### src/logic/amb_cfg_pkg.sv
// Shared constants for the ambient tracking configuration register bank.
// Assumes a 16-bit register port driven by the serial interface decoder.
package amb_cfg_pkg;

  localparam logic [9:0]  ADDR_AMB0     = 10'h002;
  localparam logic [9:0]  ADDR_AMB1     = 10'h003;
  localparam logic [9:0]  ADDR_AMB2     = 10'h004;
  localparam logic [9:0]  ADDR_LOW_EN   = 10'h005;

  localparam logic [15:0] RST_AMB0      = 16'h0ff0;
  localparam logic [15:0] RST_AMB1      = 16'h0140;
  localparam logic [15:0] RST_AMB2      = 16'hffff;
  localparam logic [15:0] RST_LOW_EN    = 16'h0000;

  localparam int SKIP_LSB       = 0;
  localparam int FP_HOLD_LSB    = 4;
  localparam int LP_HOLD_LSB    = 8;
  localparam int TIMEOUT_LSB    = 12;
  localparam int FORCE_CAL_BIT  = 14;
  localparam int RESTART_BIT    = 15;
  localparam int FP_RECAL_LSB   = 0;
  localparam int LP_RECAL_LSB   = 10;
  localparam int GPIO_SETUP_LSB = 12;
  localparam int GPIO_MODE_LSB  = 14;
  localparam int GPIO_INT_BIT   = 12;

  localparam int FP_HOLD_MULT   = 16;
  localparam int LP_HOLD_MULT   = 4;

  typedef enum logic [1:0] {
    PIN_OFF, PIN_INPUT, PIN_OUT_LOW_ACTIVE, PIN_OUT_HIGH_ACTIVE
  } pin_setup_t;

  typedef enum logic [1:0] {
    TRIG_LOW_LEVEL, TRIG_RISE, TRIG_FALL, TRIG_HIGH_LEVEL
  } pin_trigger_t;

endpackage : amb_cfg_pkg

### src/logic/seq_counter.sv
// Counts conversion sequences and flags when a programmed number is reached.
// Assumes a one-cycle pulse per finished sequence; restart clears the count.
module seq_counter #(
  parameter int W = 12
) (
  input  wire logic         clk_sys,
  input  wire logic         resetn,
  input  wire logic         clear,
  input  wire logic         tick,
  input  wire logic [W-1:0] limit,
  output logic              reached,
  output logic [W-1:0]      count
);

  logic [W-1:0] next_count;

  always_comb begin
    next_count = count;
    if (clear) begin
      next_count = '0;
    end else if (tick && !reached) begin
      next_count = count + W'(1);
    end
  end

  always_ff @(posedge clk_sys or negedge resetn) begin
    if (!resetn) begin
      count <= '0;
    end else begin
      count <= next_count;
    end
  end

  assign reached = (count >= limit);

endmodule : seq_counter

### src/logic/touch_ambient_comp_config_regs.sv
// Ambient compensation configuration registers with their timing helpers.
// Assumes a decoded 16-bit register port and a conversion sequencer that
// reports sequence ends, stage low events and a power mode flag.
module touch_ambient_comp_config_regs
  import amb_cfg_pkg::*;
#(
  parameter int STAGES = 12
) (
  input  wire logic              clk_sys,
  input  wire logic              resetn,
  input  wire logic              soft_reset,
  input  wire logic [9:0]        reg_addr,
  input  wire logic              reg_wr,
  input  wire logic [15:0]       reg_wdata,
  input  wire logic              reg_rd,
  output logic [15:0]            reg_rdata,
  input  wire logic              low_power_mode,
  input  wire logic              seq_done,
  input  wire logic              lp_seq_done,
  input  wire logic [STAGES-1:0] stage_low_event,
  input  wire logic              gpio_enable_int,
  input  wire logic              gpio_in,
  output logic                   gpio_out,
  output logic                   gpio_oe_n,
  output logic                   fifo_admit,
  output logic                   cal_hold,
  output logic                   power_drop,
  output logic                   force_recal,
  output logic                   sequence_restart,
  output logic [9:0]             full_power_recal_time,
  output logic [5:0]             low_power_recal_time,
  output logic                   irq
);

  // ==========================================================================
  // Register storage
  // The restart bit is never stored: it lives only as a one-cycle pulse,
  // so a read of the first register always shows it as zero.
  // A soft reset restores the same defaults as the pin reset, but it is
  // sampled on the clock, so a write in the same cycle is lost.
  logic [15:0] amb0, amb1, amb2, low_en;
  logic [15:0] next_amb0, next_amb1, next_amb2, next_low_en;
  logic        next_restart;
  logic        gpio_sync, gpio_prev;

  always_comb begin
    next_amb0    = amb0;
    next_amb1    = amb1;
    next_amb2    = amb2;
    next_low_en  = low_en;
    next_restart = 1'b0;
    if (reg_wr) begin
      unique case (reg_addr)
        ADDR_AMB0: begin
          next_amb0 = reg_wdata;
          next_amb0[RESTART_BIT] = 1'b0;
          next_restart = reg_wdata[RESTART_BIT];
        end
        ADDR_AMB1:   next_amb1   = reg_wdata;
        ADDR_AMB2:   next_amb2   = reg_wdata;
        ADDR_LOW_EN: next_low_en = reg_wdata;
        default: ;
      endcase
    end
  end

  always_ff @(posedge clk_sys or negedge resetn) begin
    if (!resetn) begin
      amb0             <= RST_AMB0;
      amb1             <= RST_AMB1;
      amb2             <= RST_AMB2;
      low_en           <= RST_LOW_EN;
      sequence_restart <= 1'b0;
    end else if (soft_reset) begin
      amb0             <= RST_AMB0;
      amb1             <= RST_AMB1;
      amb2             <= RST_AMB2;
      low_en           <= RST_LOW_EN;
      sequence_restart <= 1'b0;
    end else begin
      amb0             <= next_amb0;
      amb1             <= next_amb1;
      amb2             <= next_amb2;
      low_en           <= next_low_en;
      sequence_restart <= next_restart;
    end
  end

  // ==========================================================================
  // Read port
  // Read data is registered and held until the next read strobe, so the
  // host may sample it any time after the cycle that follows its strobe.
  // Unmapped reads return zero rather than a stale word.
  logic [15:0] next_rdata;

  always_comb begin
    next_rdata = reg_rdata;
    if (reg_rd) begin
      unique case (reg_addr)
        ADDR_AMB0:   next_rdata = amb0;
        ADDR_AMB1:   next_rdata = amb1;
        ADDR_AMB2:   next_rdata = amb2;
        ADDR_LOW_EN: next_rdata = low_en;
        default:     next_rdata = 16'h0000;
      endcase
    end
  end

  always_ff @(posedge clk_sys or negedge resetn) begin
    if (!resetn) begin
      reg_rdata <= 16'h0000;
    end else begin
      reg_rdata <= next_rdata;
    end
  end

  // ==========================================================================
  // Field views
  // These are plain slices of the stored words; naming them keeps the
  // timing logic below readable and ties each field to its bit position.
  logic [3:0] fast_filter_skip_count;
  logic [3:0] full_power_cal_hold_count;
  logic [3:0] low_power_cal_hold_count;
  logic [1:0] power_drop_timeout;
  pin_setup_t   pin_setup;
  pin_trigger_t pin_trigger;

  assign fast_filter_skip_count    = amb0[SKIP_LSB +: 4];
  assign full_power_cal_hold_count = amb0[FP_HOLD_LSB +: 4];
  assign low_power_cal_hold_count  = amb0[LP_HOLD_LSB +: 4];
  assign power_drop_timeout        = amb0[TIMEOUT_LSB +: 2];
  assign force_recal               = amb0[FORCE_CAL_BIT];
  assign full_power_recal_time     = amb2[FP_RECAL_LSB +: 10];
  assign low_power_recal_time      = amb2[LP_RECAL_LSB +: 6];
  assign pin_setup   = pin_setup_t'(low_en[GPIO_SETUP_LSB +: 2]);
  assign pin_trigger = pin_trigger_t'(low_en[GPIO_MODE_LSB +: 2]);

  // ==========================================================================
  // Fast filter admission
  // A sequence is admitted when the skip counter has already passed N
  // sequences; the admitted sequence then clears it.
  // The count does not restart when the code changes, so a new code takes
  // effect from wherever the previous count stood; a restart aligns it.
  logic       skip_reached;
  logic [3:0] skip_cnt;

  seq_counter #(.W(4)) u_skip (
    .clk_sys (clk_sys),
    .resetn  (resetn),
    .clear   (sequence_restart || (seq_done && skip_reached)),
    .tick    (seq_done),
    .limit   (fast_filter_skip_count),
    .reached (skip_reached),
    .count   (skip_cnt)
  );

  assign fifo_admit = seq_done && skip_reached;

  // ==========================================================================
  // Calibration hold and power drop timing, counted in sequences
  // The hold counter restarts on mode change so each mode times afresh.
  // Ten bits cover the largest span, fifteen times sixteen sequences, and
  // the largest timeout, twice that span.
  logic       mode_prev;
  logic       hold_reached;
  logic       drop_reached;
  logic [9:0] hold_limit;
  logic [9:0] drop_limit;
  logic [9:0] hold_cnt;
  logic [9:0] drop_cnt;
  logic [9:0] fp_span;

  always_ff @(posedge clk_sys or negedge resetn) begin
    if (!resetn) begin
      mode_prev <= 1'b0;
    end else begin
      mode_prev <= low_power_mode;
    end
  end

  assign fp_span = 10'(full_power_cal_hold_count) * 10'(FP_HOLD_MULT);

  always_comb begin
    if (low_power_mode) begin
      hold_limit = 10'(low_power_cal_hold_count) * 10'(LP_HOLD_MULT);
    end else begin
      hold_limit = fp_span;
    end
  end

  // 1.25, 1.50, 1.75, 2.00 times the full power hold span: base plus quarters.
  assign drop_limit = fp_span + 10'((fp_span * (power_drop_timeout + 2'd1))
                                    >> 2);

  seq_counter #(.W(10)) u_hold (
    .clk_sys (clk_sys),
    .resetn  (resetn),
    .clear   (sequence_restart || force_recal ||
              (low_power_mode != mode_prev)),
    .tick    (low_power_mode ? lp_seq_done : seq_done),
    .limit   (hold_limit),
    .reached (hold_reached),
    .count   (hold_cnt)
  );

  // The drop timer only runs in full power mode; entering low power mode
  // clears it, so returning to full power times the full span again.
  seq_counter #(.W(10)) u_drop (
    .clk_sys (clk_sys),
    .resetn  (resetn),
    .clear   (sequence_restart || low_power_mode),
    .tick    (seq_done),
    .limit   (drop_limit),
    .reached (drop_reached),
    .count   (drop_cnt)
  );

  assign cal_hold   = !hold_reached && !force_recal;
  assign power_drop = drop_reached && !low_power_mode;

  // ==========================================================================
  // Pin control and trigger detection
  // Two flops give the edge detector its history. Both reset low, so a pin
  // that idles high shows one false rising edge after reset; the pin setup
  // field resets to off, which keeps that edge harmless.
  always_ff @(posedge clk_sys or negedge resetn) begin
    if (!resetn) begin
      gpio_sync <= 1'b0;
      gpio_prev <= 1'b0;
    end else begin
      gpio_sync <= gpio_in;
      gpio_prev <= gpio_sync;
    end
  end

  logic gpio_trig;
  logic out_active;

  // The output pin shows the same enabled stage events that feed the
  // interrupt, in the polarity chosen by the setup field.
  assign out_active = |(stage_low_event & low_en[STAGES-1:0]);

  always_comb begin
    gpio_oe_n = 1'b1;
    gpio_out  = 1'b0;
    unique case (pin_setup)
      PIN_OFF, PIN_INPUT: ;
      PIN_OUT_LOW_ACTIVE: begin
        gpio_oe_n = 1'b0;
        gpio_out  = !out_active;
      end
      PIN_OUT_HIGH_ACTIVE: begin
        gpio_oe_n = 1'b0;
        gpio_out  = out_active;
      end
    endcase
  end

  always_comb begin
    unique case (pin_trigger)
      TRIG_LOW_LEVEL:  gpio_trig = !gpio_sync;
      TRIG_RISE:       gpio_trig = gpio_sync && !gpio_prev;
      TRIG_FALL:       gpio_trig = !gpio_sync && gpio_prev;
      TRIG_HIGH_LEVEL: gpio_trig = gpio_sync;
    endcase
  end

  // ==========================================================================
  // Interrupt
  // The interrupt is not sticky: it follows its sources one cycle late.
  // A host that needs to see short events must read them elsewhere.
  // The pin trigger only counts while the pin is set up as an input.
  logic next_irq;

  always_comb begin
    next_irq = |(stage_low_event & low_en[STAGES-1:0]) ||
               (gpio_enable_int && pin_setup == PIN_INPUT &&
                gpio_trig);
  end

  always_ff @(posedge clk_sys or negedge resetn) begin
    if (!resetn) begin
      irq <= 1'b0;
    end else begin
      irq <= next_irq;
    end
  end

endmodule : touch_ambient_comp_config_regs

### config.mk
export PLATFORM = sky130hd
export DESIGN_NAME = touch_ambient_comp_config_regs
export DESIGN_NICKNAME = d
export VERILOG_FILES = /design/src/logic/amb_cfg_pkg.sv /design/src/logic/seq_counter.sv /design/src/logic/touch_ambient_comp_config_regs.sv
export SDC_FILE = /design/constraint.sdc
export NUM_CORES = 1
export LEC_CHECK = 0
export BUFFER_PORTS_ARGS = -buffer_cell sky130_fd_sc_hd__buf_2
export CAP_MARGIN = 20
export CORE_MARGIN = 1
export CORE_UTILIZATION = 40
export CTS_CLUSTER_DIAMETER = 60
export DETAILED_ROUTE_END_ITERATION = 8
export PLACE_DENSITY = 0.62
export SLEW_MARGIN = 10
export SYNTH_ARGS = -nofsm -noshare
export SYNTH_HDL_FRONTEND = slang
export SYNTH_SLANG_ARGS = --single-unit
### constraint.sdc
create_clock -name clk_sys -period 14.3 [get_ports clk_sys]
set_clock_uncertainty 0.05 [all_clocks]
set_input_delay 1.43 -clock clk_sys [delete_from_list [all_inputs] [get_ports clk_sys]]
set_output_delay 1.43 -clock clk_sys [all_outputs]
set_load 0.02 [all_outputs]
==> results list <==
* Overall track demand over capacity in global routing: 0.2147
* Unrepaired setup endpoints after global routing: false
* Top-count cell post-synth: dfrtp_1
- Synthesis inferred 108 register bits.
* Slew at the pin closest to its max-slew limit: 1042 ps
* Die Area: 15580 um2
- Most frequent cells after synthesis: 82 x dfrtp_1, 67 x a21oi_1, 66 x nand2_1
- Routability congestion estimate from global placement: 0.8278
- Post-synth EDFFs: 0
- Portion of the post-synthesis area used by sequential elements: 0.4534
* Worst setup timing slack at the placement stage: 8321 ps
- Ranked by total cell area, the synthesized netlist is headed by dfrtp_1 34%, dfstp_2 11%, mux2i_1 7.1%, ha_1 6.6%, a21oi_1 5.6%.
- Buffer type at the clock tree root: clkbuf_16
* Number of detailed-routing iterations run before antenna repair: 7
- Dividing the final minimum period by the clock period gives 0.4457.
- The number of failing hold endpoints at the final stage was 0.
* Area occupied by multi-input gates: 2995 um2
- Of the post-synthesis cell area, the dominant cell type holds 0.3402.
- The filler cells instantiated in the layout total 1392.
- Final period demand of the worst path: 6373 ps
- For the worst setup path, the data arrival time is 4890 ps.
* Power density over the cells: 88.77 nW/um2
- Critical path startpoint category: flip-flop
* Min-Delay Path Depth: 0
* Delay-heaviest family, CP: adder cells
- Std-Cell Core Area: 14640 um2
- No sink is reached through more buffers than the 2 on the longest clock path.
- The first global-routing pass estimated 26080 um of wire.
* Achievable Freq: 0.1569 GHz
* Clock insertion delay at the later pin of the skew report: 360 ps
- Number of cells on the worst reg-to-reg path: 17
* Detailed Route Iter0 Violations: 385
- Setup slack closes at 7927 ps.
- The initial utilization of the core area, before any placement, comes to 0.4119.
- Required @ worst endpoint: 12820 ps
- Worst Path Max Fanout: 8
- The number of global-route vias before repair is 4956.
* Number of antenna diodes: 0
- Yosys warning total: 0
- Number of hold buffers added after CTS: 0
- Critical path class: flip-flop to output pin
- The die is 124.8 um wide.
* Synthesized cell area: 6032 um2
* Post-DR vias/cell: 5.708
* Most used flip-flop cell after synthesis: dfrtp_1
- Buffers placed on the I/O ports in this run total 87.
* Post-synthesis average cell area: 9.499 um2
* Wire length per cell after detailed routing: 17.76 um
* Number of maximum-capacitance violations: 0
- Leakage power of the design: 3.048 nW
* Failing checks: design-rule violations
- Synth-to-Final Area Change: 14.58%
- On the critical path, the stage with the largest delay is an instance of nor3_1.
- CTS tree: done
- The H-tree was split into 3 levels.
- Final-report max-slew violation count: 0
- The number of buffers and inverters on the critical path is 4.
- In this run the number of cells on the critical path is 17.
- Summing all flip-flop and latch instances after layout gives 2735 um2.
* Post-route DRC violation count: 8
- After floorplanning, the core was divided into 44 placement rows.
* Clock sink total: 108
- The number of different library cells used by synthesis comes to 57.
- Setup tns final: 0 ps
- Final routed wirelength across all metal layers: 15830 um
* Worst hold slack: 357.7 ps
* Clock Pin Slew Worst Setup and Hold Paths: 90 ps
* Library cell occupying the most area in the post-synthesis netlist: dfrtp_1
- Result of the run: complete, but fails checks
* Synth Net Count: 719
- Final setup violation count: 0
* Critical path cell sequence: ha_1, nand2_1, fa_1, inv_1, ha_1, fa_1, inv_1, fa_1, inv_1, a21o_1, a21oi_1, ha_1, a211oi_1, nand2_1, nor3_1, nor2_1, buf_2
* Total CTS buffers: 9
- Share of final-layout standard cells stronger than drive strength 1: 0.2093
* Total via count after detailed routing: 5086
- Async set or reset register ratio after synthesis: 1.000
- Die height: 124.8 um
- In this design, the stage delay of the slowest critical-path cell is 680 ps.
* Synthesized instance count: 635
- 88 I/O pins were placed.
- PostCTS Resize Cnt: 0
- Detail Route Antenna Nets: 0
- Pin count of the biggest net entering global routing: 81
* Remaining Overflow, GRT: 0
* Number of antenna violations at the first check in global routing: 0
* Max-slew headroom: 0.3016
- Worst vdd ir: 0.00006030 V
- Buffers inserted by post-CTS timing repair: 0
* Kind of end point of the critical path: output pin
* NumNets Final: 786
- Worst min-delay path category: flip-flop to flip-flop
- DP Wirelength: 11330 um
final timing paths:
check,start,to,slack [ps]
max,amb0[12]$_DFFE_PN0P_,power_drop,7930
min,gpio_sync$_DFF_PN0_,gpio_prev$_DFF_PN0_,360
max reg2reg,amb0[12]$_DFFE_PN0P_,u_drop.count[6]$_DFFE_PN0P_,9370
min reg2reg,gpio_sync$_DFF_PN0_,gpio_prev$_DFF_PN0_,360
max in group asynchronous,resetn,amb1[5]$_DFFE_PN0P_,11990
min in group asynchronous,resetn,u_drop.count[0]$_DFFE_PN0P_,1040
registers in the layout, indices dropped and copies added (netlist names):
| name | cells |
|---|---|
| amb0 | 15 |
| amb1 | 16 |
| amb2 | 16 |
| gpio_prev | 1 |
| gpio_sync | 1 |
| irq | 1 |
| low_en | 16 |
| mode_prev | 1 |
| reg_rdata | 16 |
| sequence_restart | 1 |
| u_drop.count | 10 |
| u_hold.count | 10 |
| u_skip.count | 4 |
metal layers:
metal	vias to the layer above	wire [um]	GRT usage
li1	2387	-	-
met1	2526	7533	0.2961
met2	151	7239	0.3414
met3	22	746	0.03780
met4	0	306	0.06972
met5	-	0	0
cell usage in the layout, fill, tap and decap left out, drive strengths merged, types with 3 or more instances in the layout:
cell and n:
a21o 4, a21oi 67, a221oi 9, a22o 4
and2 6, buf 93, clkbuf 9, clkinv 5
dfrtp 82, dfstp 26, fa 4, ha 32
inv 44, mux2 3, mux2i 43, nand2 66
nand2b 13, nand3 15, nand4 5, nor2 46
nor2b 6, nor3 39, o21ai 5, o22a 12
o22ai 13, o31ai 7, o32ai 3, or3 7
or4 4, xnor2 5, xor2 4
final cells by class:
class,instances,area share
multi-input cells,448,0.4334
flip-flops and latches,108,0.3957
repair buffers,93,0.07042
well taps,184,0.03331
clock buffers,9,0.03259
inverters,42,0.02281
clock inverters,7,0.01177
power by group:
part / internal, W / total (W) / switching, W
clock network: 0.000125 / 0.000255 / 0.000130
logic: 0.0000158 / 0.0000490 / 0.0000332
registers: 0.000308 / 0.000310 / 0.00000201
through the flow:
step	instances	utilization	total power [W]	instance area, um2
4_1_cts	890	0.4712	0.0006205	6900
6_report	891	0.4720	0.0006135	6912
2_1_floorplan	635	-	0.0003406	6032
3_5_place_dp	874	0.4503	0.0003645	6594
3_3_place_gp	874	0.4503	0.0003634	6594
5_1_grt	891	0.4720	0.0006377	6912
cells by family (layout without fill, tap and decap cells):
group | count (synthesis) | in the layout | share of synthesized area
AO/OA/AOI/OAI | 139 | 139 | 0.1491
XOR/XNOR | 9 | 9 | 0.01307
adder cells (fa/ha/maj) | 36 | 36 | 0.07965
buffers and inverters | 79 | 151 | 0.05103
flip-flops | 108 | 108 | 0.4534
multiplexers | 46 | 46 | 0.07695
AND/OR/NAND/NOR | 218 | 218 | 0.1767
No activity file was read; power rests on OpenSTA's default activity.
